--- src/dpb_pkg.sv ---
// Purpose: shared constants and types of the data pre-fetch buffer
// Assumes: one core clock, APB register access with 32-bit data
// Notes:   lines are 128 bytes, tracked as two 64-byte halves
package dpb_pkg;

  localparam int          DPB_ENTRIES    = 8;
  localparam int          DPB_IDX_W      = 3;
  localparam int          DPB_GEN_W      = 4;
  localparam int          DPB_TAG_W      = DPB_IDX_W + 1 + DPB_GEN_W;
  localparam int          DPB_HALF_SHIFT = 6;
  localparam int          DPB_LINE_BYTES = 128;
  localparam int          DPB_HALF_BYTES = DPB_LINE_BYTES / 2;
  localparam int          DPB_GRAN_W     = 32 - DPB_HALF_SHIFT;
  localparam int          DPB_WORD_W     = 32;

  // register byte offsets
  localparam logic [11:0] DPB_REG_CTRL   = 12'h000;
  localparam logic [11:0] DPB_REG_STAT   = 12'h004;
  localparam logic [11:0] DPB_REG_MASK   = 12'h008;
  localparam logic [11:0] DPB_REG_STATE  = 12'h00C;

  // control fields
  localparam int          DPB_CTRL_W     = 2;
  localparam int          DPB_CTRL_EN    = 0;
  localparam int          DPB_CTRL_RF    = 1;
  localparam logic [1:0]  DPB_CTRL_RST   = 2'h3;

  // event / status bits
  localparam int          DPB_EV_W       = 6;
  localparam int          DPB_EV_DHIT    = 0;
  localparam int          DPB_EV_DWAIT   = 1;
  localparam int          DPB_EV_AHIT    = 2;
  localparam int          DPB_EV_MISS    = 3;
  localparam int          DPB_EV_STALE   = 4;
  localparam int          DPB_EV_FAIL    = 5;
  localparam logic [5:0]  DPB_MASK_RST   = 6'h00;

  // state register fields
  localparam int          DPB_ST_PTR_LSB = 8;
  localparam int          DPB_ST_FSM_LSB = 12;

  typedef enum logic [2:0] {
    DPB_KIND_DHIT   = 3'h0,
    DPB_KIND_DWAIT  = 3'h1,
    DPB_KIND_AHIT   = 3'h2,
    DPB_KIND_MISS   = 3'h3,
    DPB_KIND_BYPASS = 3'h4
  } dpb_kind_t;

  typedef enum logic [1:0] {
    DPB_ST_IDLE = 2'b00,
    DPB_ST_WAIT = 2'b01,
    DPB_ST_FWD  = 2'b11
  } dpb_state_t;

endpackage

--- src/dpb_prefetch_buffer.sv ---
// Purpose: data pre-fetch buffer of the extended_memory_controller
// Assumes: one access outstanding at a time; prefetch returns carry the issued tag
// Notes:   line payload is carried as one 32-bit word per 64-byte half
// Contract
// RL1 - data present: serve from buffer
// RL2 - prefetch outstanding: hold, serve on return
// RL3 - no data, nothing pending: forward
// RL4 - miss forwards; candidate hit allocates stream
// RL5 - colliding prefetches: later one wins
// RL6 - controller drops oldest prefetch when full
// RL7 - writes invalidate matching prefetched data
// RL8 - failed return leaves entry without data
// RL9 - 128-byte lines as two 64-byte halves
// RL10 - level-2 consumes whole line, level-1 half
// RL11 - level-1 hit re-fetches other half
// RL12 - re-fetch only for level-1 accesses
// RL13 - re-allocation makes older prefetch stale
// RL14 - eight entries, oldest replaced by pointer
// RL15 - allocation fetches X+64 then X+128
// RL16 - prefetch only if cacheable and prefetchable
// RL17 - level-2 frozen/disabled: treat as level-1
// RL18 - per half: present, pending, request tag
//
// The register addresses and the APB interface to the registers were left to the implementer.
`timescale 1ns/1ns
module dpb_prefetch_buffer
  import dpb_pkg::*;
(
  input  wire logic                 clk_sys,
  input  wire logic                 rst_n,
  input  wire logic                 psel,
  input  wire logic                 penable,
  input  wire logic                 pwrite,
  input  wire logic [11:0]          paddr,
  input  wire logic [31:0]          pwdata,
  output logic      [31:0]          prdata_q,
  output logic                      pready_q,
  output logic                      pslverr_q,
  output logic                      irq_q,
  input  wire logic                 acc_valid,
  input  wire logic [31:0]          acc_addr,
  input  wire logic                 acc_write,
  input  wire logic                 acc_src_l2,
  input  wire logic                 region_cacheable_bit,
  input  wire logic                 region_prefetchable_bit,
  input  wire logic                 level2_freeze_bit,
  input  wire logic [2:0]           level2_size_mode,
  output logic                      acc_ready_q,
  output logic                      resp_valid_q,
  output dpb_kind_t                 resp_kind_q,
  output logic      [63:0]          resp_data_q,
  output logic                      fwd_valid_q,
  output logic      [31:0]          fwd_addr_q,
  output logic                      fwd_write_q,
  input  wire logic                 fwd_ready,
  output logic                      pf_valid_q,
  output logic      [31:0]          pf_addr_q,
  output logic      [DPB_TAG_W-1:0] pf_tag_q,
  input  wire logic                 pf_ready,
  input  wire logic                 ret_valid,
  input  wire logic [DPB_TAG_W-1:0] ret_tag,
  input  wire logic                 ret_ok,
  input  wire logic [31:0]          ret_data
);

  // returns {hit, half}: the entry covers granule base and base+1
  function automatic logic [1:0] half_hit(input logic [DPB_GRAN_W-1:0] base,
                                          input logic [DPB_GRAN_W-1:0] gran);
    logic [DPB_GRAN_W-1:0] nxt;
    nxt = base + 26'h1;
    half_hit = {(gran == base) || (gran == nxt), gran == nxt};
  endfunction

  logic [DPB_GRAN_W-1:0] ent_base_q [DPB_ENTRIES];
  logic [DPB_ENTRIES-1:0] ent_vld_q;
  logic [1:0]            ent_pres_q [DPB_ENTRIES];
  logic [1:0]            ent_pend_q [DPB_ENTRIES];
  logic [DPB_GEN_W-1:0]  ent_gen_q  [DPB_ENTRIES][2];
  logic [DPB_WORD_W-1:0] ent_data_q [DPB_ENTRIES][2];
  logic [DPB_IDX_W-1:0]  alloc_ptr_q;
  logic [DPB_GEN_W-1:0]  gen_q;
  logic [DPB_GRAN_W-1:0] cand_q;
  logic                  cand_vld_q;
  dpb_state_t            state_q;
  logic [DPB_IDX_W-1:0]  hold_idx_q;
  logic [DPB_GRAN_W-1:0] hold_base_q;
  logic [1:0]            hold_need_q;
  logic                  hold_half_q;
  logic                  hold_l1_q;
  logic [31:0]           hold_addr_q;
  logic                  sched_q;
  logic [31:0]           sched_addr_q;
  logic [DPB_TAG_W-1:0]  sched_tag_q;
  logic [DPB_CTRL_W-1:0] ctrl_q;
  logic [DPB_EV_W-1:0]   stat_q;
  logic [DPB_EV_W-1:0]   mask_q;

  logic [DPB_GRAN_W-1:0] gran;
  logic                  hit_any;
  logic [DPB_IDX_W-1:0]  hit_idx;
  logic                  hit_half;
  logic [1:0]            need;
  logic [1:0]            cand_hh;
  dpb_kind_t             kind;
  logic                  take, pf_ok, is_l1, cls;
  logic                  alloc, refetch, new_pf_v;
  logic [31:0]           new_addr;
  logic [DPB_TAG_W-1:0]  new_tag;
  logic                  drop_a_v, drop_b_v;
  logic [DPB_IDX_W-1:0]  ret_slot;
  logic                  ret_half;
  logic                  ret_live;
  logic                  w_serve, w_give;
  logic [DPB_EV_W-1:0]   ev;
  logic                  apb_acc, mapped, wr_en;
  logic [31:0]           rd_mux;

  assign take     = acc_valid & acc_ready_q;
  assign pf_ok    = region_cacheable_bit & region_prefetchable_bit & ctrl_q[DPB_CTRL_EN]; // RL16
  assign is_l1    = ~acc_src_l2 | level2_freeze_bit | (level2_size_mode == 3'h0); // RL17
  assign cls      = take & ~acc_write & pf_ok;
  assign ret_slot = ret_tag[DPB_TAG_W-1 -: DPB_IDX_W];
  assign ret_half = ret_tag[DPB_GEN_W];
  assign ret_live = ent_vld_q[ret_slot] & ent_pend_q[ret_slot][ret_half]
                  & (ent_gen_q[ret_slot][ret_half] == ret_tag[DPB_GEN_W-1:0]); // RL13

  // lookup and classification of the offered access
  always_comb
  begin
    gran     = acc_addr[31:DPB_HALF_SHIFT]; // RL9
    hit_any  = 1'b0;
    hit_idx  = '0;
    hit_half = 1'b0;
    for (int i = 0; i < DPB_ENTRIES; i++)
    begin
      if (ent_vld_q[i] && half_hit(ent_base_q[i], gran) == 2'b10 && !hit_any)
      begin
        hit_any  = 1'b1;
        hit_idx  = DPB_IDX_W'(i);
        hit_half = 1'b0;
      end
      else if (ent_vld_q[i] && half_hit(ent_base_q[i], gran) == 2'b11 && !hit_any)
      begin
        hit_any  = 1'b1;
        hit_idx  = DPB_IDX_W'(i);
        hit_half = 1'b1;
      end
    end
    need = is_l1 ? (hit_half ? 2'b10 : 2'b01) : 2'b11; // RL10
    if (!hit_any)
      kind = DPB_KIND_MISS; // RL4
    else if ((ent_pres_q[hit_idx] & need) == need)
      kind = DPB_KIND_DHIT; // RL1
    else if (|(ent_pend_q[hit_idx] & need))
      kind = DPB_KIND_DWAIT; // RL2
    else
      kind = DPB_KIND_AHIT; // RL3
  end

  // new streams come only from a candidate hit; the candidate is the last missed granule
  assign cand_hh = half_hit(cand_q, gran);
  assign alloc   = cls & ~hit_any & cand_vld_q & cand_hh[1]; // RL4
  assign refetch = cls & hit_any & is_l1 & ctrl_q[DPB_CTRL_RF]
                 & ~ent_pres_q[hit_idx][~hit_half] & ~ent_pend_q[hit_idx][~hit_half]; // RL11 RL12
  assign new_pf_v = alloc | refetch;

  always_comb
  begin
    if (alloc)
    begin
      new_addr = {gran + 26'h1, 6'h00}; // RL15
      new_tag  = {alloc_ptr_q, 1'b0, gen_q};
    end
    else
    begin
      new_addr = {ent_base_q[hit_idx] + {25'h0, ~hit_half}, 6'h00}; // RL11
      new_tag  = {hit_idx, ~hit_half, gen_q};
    end
  end

  // an unaccepted prefetch is discarded when a newer one arrives
  assign drop_a_v = pf_valid_q & ~pf_ready & (new_pf_v | sched_q); // RL5
  assign drop_b_v = sched_q & new_pf_v; // RL5

  // waiting access: serve once data lands, fall back if the prefetch vanished
  assign w_serve = (state_q == DPB_ST_WAIT) && (ent_base_q[hold_idx_q] == hold_base_q)
                 && ((ent_pres_q[hold_idx_q] & hold_need_q) == hold_need_q); // RL2
  assign w_give  = (state_q == DPB_ST_WAIT) && !w_serve
                 && ((ent_base_q[hold_idx_q] != hold_base_q)
                     || !(|(ent_pend_q[hold_idx_q] & hold_need_q)));

  always_comb
  begin
    ev               = '0;
    ev[DPB_EV_DHIT]  = (cls && kind == DPB_KIND_DHIT) || w_serve;
    ev[DPB_EV_DWAIT] = cls && kind == DPB_KIND_DWAIT;
    ev[DPB_EV_AHIT]  = (cls && kind == DPB_KIND_AHIT) || w_give;
    ev[DPB_EV_MISS]  = cls && kind == DPB_KIND_MISS;
    ev[DPB_EV_STALE] = (ret_valid && !ret_live) || drop_a_v || drop_b_v;
    ev[DPB_EV_FAIL]  = ret_valid && ret_live && !ret_ok;
  end

  // entry table: later statements win, so allocation overrides older updates
  always_ff @(posedge clk_sys or negedge rst_n)
  begin
    if (!rst_n)
    begin
      ent_vld_q   <= '0;
      alloc_ptr_q <= '0;
      gen_q       <= '0;
      cand_q      <= '0;
      cand_vld_q  <= 1'b0;
      for (int i = 0; i < DPB_ENTRIES; i++)
      begin
        ent_base_q[i]    <= '0;
        ent_pres_q[i]    <= 2'h0;
        ent_pend_q[i]    <= 2'h0;
        ent_gen_q[i][0]  <= '0;
        ent_gen_q[i][1]  <= '0;
        ent_data_q[i][0] <= '0;
        ent_data_q[i][1] <= '0;
      end
    end
    else
    begin
      if (ret_valid && ret_live)
      begin
        ent_pend_q[ret_slot][ret_half] <= 1'b0;
        if (ret_ok)
        begin
          ent_pres_q[ret_slot][ret_half] <= 1'b1;
          ent_data_q[ret_slot][ret_half] <= ret_data;
        end // RL8
      end
      if (drop_a_v && ent_gen_q[pf_tag_q[7:5]][pf_tag_q[4]] == pf_tag_q[3:0])
        ent_pend_q[pf_tag_q[7:5]][pf_tag_q[4]] <= 1'b0; // RL5
      if (drop_b_v && ent_gen_q[sched_tag_q[7:5]][sched_tag_q[4]] == sched_tag_q[3:0])
        ent_pend_q[sched_tag_q[7:5]][sched_tag_q[4]] <= 1'b0; // RL5
      if (take && acc_write && hit_any)
      begin
        ent_pres_q[hit_idx][hit_half] <= 1'b0; // RL7
        ent_pend_q[hit_idx][hit_half] <= 1'b0; // RL7
      end
      if (cls && !hit_any)
      begin
        cand_q     <= gran;
        cand_vld_q <= ~alloc;
      end
      if (alloc)
      begin
        ent_vld_q[alloc_ptr_q]     <= 1'b1;
        ent_base_q[alloc_ptr_q]    <= gran + 26'h1;
        ent_pres_q[alloc_ptr_q]    <= 2'h0;
        ent_pend_q[alloc_ptr_q]    <= 2'h3; // RL18
        ent_gen_q[alloc_ptr_q][0]  <= gen_q; // RL13
        ent_gen_q[alloc_ptr_q][1]  <= gen_q + 4'h1; // RL13
        alloc_ptr_q                <= alloc_ptr_q + 3'h1; // RL14
        gen_q                      <= gen_q + 4'h2;
      end
      else if (refetch)
      begin
        ent_pend_q[hit_idx][~hit_half] <= 1'b1; // RL11
        ent_gen_q[hit_idx][~hit_half]  <= gen_q; // RL18
        gen_q                          <= gen_q + 4'h1;
      end
    end
  end

  // prefetch issue port; the second half of a new stream goes one cycle later
  always_ff @(posedge clk_sys or negedge rst_n)
  begin
    if (!rst_n)
    begin
      pf_valid_q   <= 1'b0;
      pf_addr_q    <= '0;
      pf_tag_q     <= '0;
      sched_q      <= 1'b0;
      sched_addr_q <= '0;
      sched_tag_q  <= '0;
    end
    else
    begin
      if (new_pf_v)
      begin
        pf_valid_q <= 1'b1;
        pf_addr_q  <= new_addr;
        pf_tag_q   <= new_tag;
      end
      else if (sched_q)
      begin
        pf_valid_q <= 1'b1;
        pf_addr_q  <= sched_addr_q;
        pf_tag_q   <= sched_tag_q;
      end
      else if (pf_ready)
        pf_valid_q <= 1'b0;
      sched_q <= alloc;
      if (alloc)
      begin
        sched_addr_q <= {gran + 26'h2, 6'h00}; // RL15
        sched_tag_q  <= {alloc_ptr_q, 1'b1, gen_q + 4'h1};
      end
    end
  end

  // access sequencing, response and forwarding
  always_ff @(posedge clk_sys or negedge rst_n)
  begin
    if (!rst_n)
    begin
      state_q      <= DPB_ST_IDLE;
      acc_ready_q  <= 1'b1;
      resp_valid_q <= 1'b0;
      resp_kind_q  <= DPB_KIND_BYPASS;
      resp_data_q  <= '0;
      fwd_valid_q  <= 1'b0;
      fwd_addr_q   <= '0;
      fwd_write_q  <= 1'b0;
      hold_idx_q   <= '0;
      hold_base_q  <= '0;
      hold_need_q  <= 2'h0;
      hold_half_q  <= 1'b0;
      hold_l1_q    <= 1'b0;
      hold_addr_q  <= '0;
    end
    else
    begin
      resp_valid_q <= 1'b0;
      unique case (state_q)
        DPB_ST_IDLE:
          if (take)
          begin
            resp_valid_q <= 1'b1;
            resp_kind_q  <= cls ? kind : DPB_KIND_BYPASS;
            fwd_addr_q   <= acc_addr;
            fwd_write_q  <= acc_write;
            hold_idx_q   <= hit_idx;
            hold_base_q  <= ent_base_q[hit_idx];
            hold_need_q  <= need;
            hold_half_q  <= hit_half;
            hold_l1_q    <= is_l1;
            hold_addr_q  <= acc_addr;
            if (cls && kind == DPB_KIND_DHIT)
            begin
              resp_data_q <= is_l1 ? {32'h0, ent_data_q[hit_idx][hit_half]}
                                   : {ent_data_q[hit_idx][1], ent_data_q[hit_idx][0]}; // RL1 RL10
            end
            else if (cls && kind == DPB_KIND_DWAIT)
            begin
              resp_valid_q <= 1'b0;
              state_q      <= DPB_ST_WAIT; // RL2
              acc_ready_q  <= 1'b0;
            end
            else
            begin
              fwd_valid_q <= 1'b1; // RL3 RL4
              state_q     <= DPB_ST_FWD;
              acc_ready_q <= 1'b0;
            end
          end
        DPB_ST_WAIT:
          if (w_serve)
          begin
            resp_valid_q <= 1'b1;
            resp_kind_q  <= DPB_KIND_DWAIT;
            resp_data_q  <= hold_l1_q ? {32'h0, ent_data_q[hold_idx_q][hold_half_q]}
                          : {ent_data_q[hold_idx_q][1], ent_data_q[hold_idx_q][0]}; // RL2
            state_q      <= DPB_ST_IDLE;
            acc_ready_q  <= 1'b1;
          end
          else if (w_give)
          begin
            resp_valid_q <= 1'b1;
            resp_kind_q  <= DPB_KIND_AHIT; // RL3
            fwd_valid_q  <= 1'b1;
            fwd_addr_q   <= hold_addr_q;
            state_q      <= DPB_ST_FWD;
          end
        DPB_ST_FWD:
          if (fwd_ready)
          begin
            fwd_valid_q <= 1'b0;
            state_q     <= DPB_ST_IDLE;
            acc_ready_q <= 1'b1;
          end
        default:
        begin
          state_q     <= DPB_ST_IDLE;
          acc_ready_q <= 1'b1;
          fwd_valid_q <= 1'b0;
        end
      endcase
    end
  end

  // apb slave: one wait state, so every access completes on its second access cycle
  assign apb_acc = psel & penable;
  assign mapped  = (paddr == DPB_REG_CTRL) || (paddr == DPB_REG_STAT)
                || (paddr == DPB_REG_MASK) || (paddr == DPB_REG_STATE);
  assign wr_en   = apb_acc & pready_q & pwrite & mapped;

  always_comb
  begin
    rd_mux = 32'h0;
    unique case (paddr)
      DPB_REG_CTRL:  rd_mux = 32'(ctrl_q);
      DPB_REG_STAT:  rd_mux = 32'(stat_q);
      DPB_REG_MASK:  rd_mux = 32'(mask_q);
      DPB_REG_STATE: rd_mux = 32'(ent_vld_q) | (32'(alloc_ptr_q) << DPB_ST_PTR_LSB)
                            | (32'(state_q) << DPB_ST_FSM_LSB);
      default:       rd_mux = 32'h0;
    endcase
  end

  always_ff @(posedge clk_sys or negedge rst_n)
  begin
    if (!rst_n)
    begin
      pready_q  <= 1'b0;
      pslverr_q <= 1'b0;
      prdata_q  <= '0;
      ctrl_q    <= DPB_CTRL_RST;
      mask_q    <= DPB_MASK_RST;
    end
    else
    begin
      pready_q  <= apb_acc & ~pready_q;
      pslverr_q <= apb_acc & ~pready_q & ~mapped;
      prdata_q  <= (apb_acc & ~pready_q & ~pwrite) ? rd_mux : 32'h0;
      if (wr_en && paddr == DPB_REG_CTRL)
        ctrl_q <= pwdata[DPB_CTRL_W-1:0];
      if (wr_en && paddr == DPB_REG_MASK)
        mask_q <= pwdata[DPB_EV_W-1:0];
    end
  end

  // sticky status: an event in the clearing cycle survives
  always_ff @(posedge clk_sys or negedge rst_n)
  begin
    if (!rst_n)
    begin
      stat_q <= '0;
      irq_q  <= 1'b0;
    end
    else
    begin
      stat_q <= (stat_q & ~((wr_en && paddr == DPB_REG_STAT) ? pwdata[DPB_EV_W-1:0] : 6'h00))
              | ev;
      irq_q  <= |(stat_q & mask_q);
    end
  end
endmodule // dpb_prefetch_buffer

--- config.mk ---
export PLATFORM = sky130hd
export DESIGN_NAME = dpb_prefetch_buffer
export DESIGN_NICKNAME = d
export VERILOG_FILES = /design/src/dpb_pkg.sv /design/src/dpb_prefetch_buffer.sv
export SDC_FILE = /design/constraint.sdc
export NUM_CORES = 2
export LEC_CHECK = 0
export BUFFER_PORTS_ARGS = -buffer_cell sky130_fd_sc_hd__buf_2
export CAP_MARGIN = 20
export CORE_UTILIZATION = 55
export CTS_BUF_LIST = sky130_fd_sc_hd__clkbuf_16
export DETAILED_ROUTE_END_ITERATION = 8
export PLACE_DENSITY = 0.74
export SLEW_MARGIN = 30
export SYNTH_ARGS = -nofsm -noshare
export SYNTH_HDL_FRONTEND = slang
export SYNTH_SLANG_ARGS = --single-unit
--- constraint.sdc ---
create_clock -name clk_sys -period 6.62 [get_ports clk_sys]
set_clock_uncertainty 0.05 [all_clocks]
set_input_delay 0.662 -clock clk_sys [delete_from_list [all_inputs] [get_ports clk_sys]]
set_output_delay 0.662 -clock clk_sys [all_outputs]
set_load 0.01 [all_outputs]
Word level (Yosys, flattened, before mapping)
Cells that the tools add are included.
W data, S select, Z words.
{"block": "classes", "add_sub_neg": 15, "order_cmp": 32, "n_eq_ne": 58, "mux": 218, "bitwise_logic": 77, "reduce_logical": 110}
{"op": "$mux W64", "count": 12}
{"op": "$bwmux W512", "count": 1}
{"op": "$eq A26 B26 Y1", "count": 19}
{"op": "$mux W32", "count": 14}
{"op": "$bmux W64 S3", "count": 2}
{"op": "$add A26 B1 Y26 const B", "count": 10}
{"op": "$bwmux W208", "count": 1}
{"op": "$bwmux W64", "count": 3}
{"op": "$demux W64 S3", "count": 1}
{"op": "$mux W16", "count": 10}
{"op": "$bmux W26 S3", "count": 2}
{"op": "$mux W26", "count": 5}
{"op": "$pmux W64 S2", "count": 1}
{"op": "$and A16 B16 Y16", "count": 6}
{"op": "$mux W8", "count": 11}
{"op": "$not A16 Y16", "count": 5}
{"op": "$demux W26 S3", "count": 1}
{"op": "$bmux W8 S3", "count": 3}
{"op": "$demux W8 S3", "count": 3}
{"op": "$mux W1", "count": 64}
{"op": "$pmux W32 S2", "count": 1}
{"op": "$logic_and A1 B1 Y1", "count": 62}
{"op": "$pmux W14 S4", "count": 1}
{"op": "$mux W2", "count": 27}
{"op": "other kinds (64)", "count": 245}
{"block": "word_totals", "register_bits": 1153, "inputBits": 134, "out_inout_bits": 179, "word_cells": 598}

Longest topological paths before layout
{"block": "logic_depth", "depth_word": 56, "mapped_depth": 23, "mapped_depth_nobuf": 20}

Least setup slack after synthesis
OpenSTA, ideal clock, no wires.
{"block": "synth_timing", "path_kind": "in2reg", "start": "input acc_addr[14]", "end": "register ent_gen_q[60] in the netlist's numbering", "arrival_ps": 5430, "required_ps": 6445, "path_slack_ps": 1016, "path_stages": 18, "n_path_buf": 4, "cell_sequence": "clkbuf_1 buf_1 buf_1 xor2_1 nor4_1 nand3_1 nor4_1 a21oi_1 nand4_1 nor3_1 or3b_1 nor4b_4 mux2i_1 or4_1 buf_2 and2_4 a21oi_4 mux2_2"}
{"block": "synth_between", "elab_chain_len": 45}
{"element": "start: declaration", "line": "dpb_prefetch_buffer.sv:41", "rtl": "input wire logic [31:0] acc_addr,"}
{"element": "$eq A26 B26 Y1", "line": "dpb_prefetch_buffer.sv:71", "rtl": "half_hit = {(gran == base) || (gran == nxt), gran == nxt};"}
{"element": "$logic_or A1 B1 Y1", "line": "dpb_prefetch_buffer.sv:71"}
{"element": "$eq A2 B2 Y1", "line": "dpb_prefetch_buffer.sv:142", "rtl": "else if (ent_vld_q[i] && half_hit(ent_base_q[i], gran) == 2'b11 && !hit_any)"}
{"element": "$logic_and A1 B1 Y1", "line": "dpb_prefetch_buffer.sv:142"}
{"element": "$mux W1", "line": "dpb_prefetch_buffer.sv:142"}
{"element": "$mux W1", "line": "dpb_prefetch_buffer.sv:136", "rtl": "if (ent_vld_q[i] && half_hit(ent_base_q[i], gran) == 2'b10 && !hit_any)"}
{"element": "$logic_not A1 Y1", "line": "dpb_prefetch_buffer.sv:136, dpb_prefetch_buffer.sv:142"}
{"element": "$logic_and A1 B1 Y1", "line": "dpb_prefetch_buffer.sv:142"}
{"element": "[... 29 more ...]"}
{"element": "$logic_and A1 B1 Y1 (implied by the code)", "line": "dpb_prefetch_buffer.sv:263", "rtl": "ent_gen_q[hit_idx][~hit_half] <= gen_q;"}
{"element": "$mux W4 (implied by the code)", "line": "dpb_prefetch_buffer.sv:263"}
{"element": "$demux W4 S1", "line": "dpb_prefetch_buffer.sv:263"}
{"element": "$mux W8 (implied by the code)", "line": "dpb_prefetch_buffer.sv:263"}
{"element": "$demux W8 S3", "line": "dpb_prefetch_buffer.sv:263"}
{"element": "$bwmux W64", "line": "dpb_prefetch_buffer.sv:263"}
{"element": "$mux W64", "line": "dpb_prefetch_buffer.sv:260", "rtl": "else if (refetch)"}
{"element": "$mux W64", "line": "dpb_prefetch_buffer.sv:249", "rtl": "if (alloc)"}
{"element": "end signal: indexed assignment", "line": "dpb_prefetch_buffer.sv:255", "rtl": "ent_gen_q[alloc_ptr_q][0] <= gen_q;"}
{"element": "end signal: indexed assignment", "line": "dpb_prefetch_buffer.sv:256", "rtl": "ent_gen_q[alloc_ptr_q][1] <= gen_q + 4'h1;"}
{"element": "end signal: indexed assignment", "line": "dpb_prefetch_buffer.sv:263"}
{"element": "end: declaration", "line": "dpb_prefetch_buffer.sv:78", "rtl": "logic [DPB_GEN_W-1:0] ent_gen_q [DPB_ENTRIES][2];"}
Parallel ways exist; a longest one is shown, timed or not. The select of a mux whose other input is x is not followed.
A chain may end at the register's enable or synchronous reset.

Final worst setup path
{"block": "layout_timing", "start": "register ent_base_q[27] in the netlist's numbering", "end": "register pf_addr_q[21]"}
{"block": "layout_between", "elab_chain_len": 23}
{"element": "start: declaration", "line": "dpb_prefetch_buffer.sv:74", "rtl": "logic [DPB_GRAN_W-1:0] ent_base_q [DPB_ENTRIES];"}
{"element": "start signal: indexed assignment", "line": "dpb_prefetch_buffer.sv:252", "rtl": "ent_base_q[alloc_ptr_q] <= gran + 26'h1;"}
{"element": "parallel branches: the longest is 23 deep, another holds $add A26 B1 Y26"}
{"element": "end signal: assignment", "line": "dpb_prefetch_buffer.sv:286", "rtl": "pf_addr_q <= new_addr;"}
{"element": "end signal: assignment", "line": "dpb_prefetch_buffer.sv:292", "rtl": "pf_addr_q <= sched_addr_q;"}
{"element": "end: declaration", "line": "dpb_prefetch_buffer.sv:57", "rtl": "output logic [31:0] pf_addr_q,"}
Parallel ways; which one is timed is not known. The select of a mux whose other input is x is not followed.

==> results_dict.tcl <==
set metrics [dict create \
    fp.coreArea_mm2 0.128 \
    placed_cells 9382 \
    clk_path_buf_depth 3 \
    antenna_found_initial 30 \
    multi_input_area_mm2 0.0408 \
    critPathLaunchType "register" \
    tns_ps 0 \
    root_buffer "clkbuf_16" \
    drive_gt1_share_pct 26.1 \
    endpoint_kind "register" \
    worstMarginPinSlew_ps 1150 \
    grt_usage_pct 48.5 \
    cts_buffers 119 \
    drtPass1Iterations 9 \
    clock-sinks 1128 \
    reg2regPathDepth 20 \
    hpwlAfterDp_mm 231 \
    cp_data_arrival_time_ps 7150 \
    drv_slew 0 \
    hold_violations 0 \
    wl_met2_mm 140 \
    htreeDepth 3 \
    synth-simple-area-share_pct 16.6 \
    synthCells 7370 \
    hp-class "input port to register" \
    setup_violations 0 \
    synth_compound_area_share_pct 14.2 \
    layout_common_cells "dfrtp_1, nand2_1, mux2_2" \
    synth_xor_area_share_pct 5.46 \
    power_density_mw_per_mm2 212 \
    crit_required_ps 7290 \
    fin_nets 7928 \
    holdPathStages 3 \
    remaining_drc_errors 0 \
    synth_ff_type "dfrtp_1" \
    yosysSeqAreaShare_pct 39.6 \
    drtAntennaViolNets 0 \
    p_leak_nw 36.0 \
    synth_top_family_by_area "multiplexers" \
    outcome "complete, no violations" \
    irDropWorstVdd_mv 0.332 \
    fmax_mhz 154 \
    wl_met3_mm 37.9 \
    grt_max_degree 170 \
    routed_wirelength_mm 323 \
    synth-edff-count 0 \
    ys_types 112 \
    grt_pass1_vias 65300 \
    grt-ovfl-total 0 \
    gp_congestion 1.16 \
    cp_max_fo 13 \
    min_period_over_period_pct 97.9 \
    ff_latch_area_mm2 0.0282 \
    synthToLayoutAreaGrowth_pct 15.8 \
    die_y_um 362 \
    design_area_mm2 0.0826 \
    layout_commonest_cell "dfrtp_1" \
    start_util_pct 55.7 \
    clk_latency_ps 790 \
    m1WireLength_mm 113 \
    synth_fa_ha_area_share_pct 0.295 \
    clk_pin_slew_worst_paths_ps 70 \
    finalNonFillerCells 9631 \
    placed_area_mm2 0.0783 \
    drt-initial-drc-count 9892 \
    fin_crit_ps 6480 \
    post_cts_buffers 0 \
    via_per_inst 7.07 \
    postSynthAreaPerCell_um2 9.68 \
    synthMuxAreaShare_pct 19.7 \
    syn_area_mm2 0.0713 \
    maxCapViolCount 0 \
    ys_ff_latch 1128 \
    fill_cells 10300 \
    cts_tree "yes" \
    wl_per_cell_um 33.5 \
    grt_pass1_wl_mm 462 \
    die_area_mm2 0.131 \
    die_x_um 362 \
    grt_setup_unrepaired "no" \
    placementRows 131 \
    path_class "register to register" \
    io_pins 313 \
    num_vias 68100 \
    highest_layer "met5" \
    io_buffers 261 \
    slew_headroom_pct 23.0 \
    async_reset_ff_share_pct 100 \
    yosysWarnings 0 \
]
==> report_power, final <==
part           switching [mW]  total (mW)  leakage [nW]  internal [mW]
Clock                    3.12        7.26          2.07           4.14
Sequential              0.220        7.38          15.5           7.16
Combinational            1.95        2.91          18.5          0.952
==> critical path: stages (launching register included) <==
cell,delay [ps]
dfrtp_1,680
ha_1,380
nand4_1,110
nor4_1,600
xnor2_1,190
nand2_1,90
a2111oi_0,530
buf_4,210
nand3_1,120
o211a_1,430
o2111ai_1,590
nand2_4,280
mux2i_1,200
a221oi_1,620
nand2_1,260
nor3_2,280
buf_4,150
a21boi_0,80
nor3b_1,320
buf_4,170
o22a_1,100
==> synthesized netlist by cell type, types with 49 or more instances <==
library cell	number	area, µm²
clkbuf_1	455	1710
a222oi_1	71	711
xor2_1	207	1810
buf_1	111	417
xnor2_1	227	1990
nor2_1	438	1640
a31oi_1	92	576
nand4_1	139	870
mux2i_1	280	2800
a21oi_1	295	1480
and2_1	53	332
and3_1	66	413
a22oi_1	106	796
nor4_1	111	694
o22ai_1	49	307
buf_2	56	280
inv_1	90	338
nand3_1	244	1220
o21ai_0	500	2500
dfrtp_1	1124	28100
mux2_2	609	6860
o211ai_1	52	390
nor3_1	113	566
nand2_1	880	3300
mux4_2	194	4370
==> worst paths after layout <==
kind                                startpoint               to  slack (ps)
worst max register to register  ent_base_q[27]    pf_addr_q[21]         140
max in group asynchronous                rst_n  resp_data_q[21]        4260
worst max-delay path            ent_base_q[27]    pf_addr_q[21]         140
min in group asynchronous                rst_n   fwd_addr_q[14]         460
worst min register to register     fwd_write_q      fwd_write_q         420
worst min-delay path               acc_addr[3]   hold_addr_q[3]          40
==> cell type report <==
type | instances | share of cell area, %
flip-flops and latches | 1128 | 34.2
well taps | 1729 | 2.62
clock buffers | 120 | 3.63
repair buffers | 918 | 8.31
inverters | 90 | 0.409
multi-input cells | 5521 | 49.3
diodes | 18 | 0.0545
clock inverters | 107 | 1.45
==> state kept, by name (all words and copies together) (netlist names), 26 cells and up <==
signal        count
ent_base_q      208
ent_data_q      512
hold_addr_q      32
cand_q           26
fwd_addr_q       32
ent_gen_q        64
resp_data_q      64
hold_base_q      26
sched_addr_q     26
pf_addr_q        26
==> per-layer routing <==
layer | vias up | global-route usage (%)
met3 | 1409 | 13.0
met4 | 34 | 39.2
met5 | - | 0
li1 | 28000 | -
met2 | 4962 | 72.5
met1 | 33600 | 59.3
==> kinds of logic (layout without fill, tap and decap cells) <==
group	count (synthesis)	in the layout
xor+xnor	438	438
compound gates	1548	1548
fa+ha+maj	17	17
flops	1128	1128
other cells	1	43
mux	1084	1084
buf+inv	745	1235
simple gates	2409	2409
==> stage by stage <==
step                hold slack (ps)  power (mW)  utilization, %  setup slack [ps]
finish                         42.9        17.5            64.5               140
global route                   56.7        18.0            64.4              24.6
CTS                            20.8        17.5            64.3               238
detailed placement              409        10.3            61.1               153
global placement                409        10.3            60.9              80.3
floorplan                       316        9.19               -              1020
==> repair_timing <==
action | 4_1_cts | 5_1_grt
hold endpoints to repair | 68 | 0
hold buffers | 1 | 0
setup endpoints to repair | 0 | 76
gates resized for setup | 0 | 4
No activity file was read; power rests on OpenSTA's default activity.
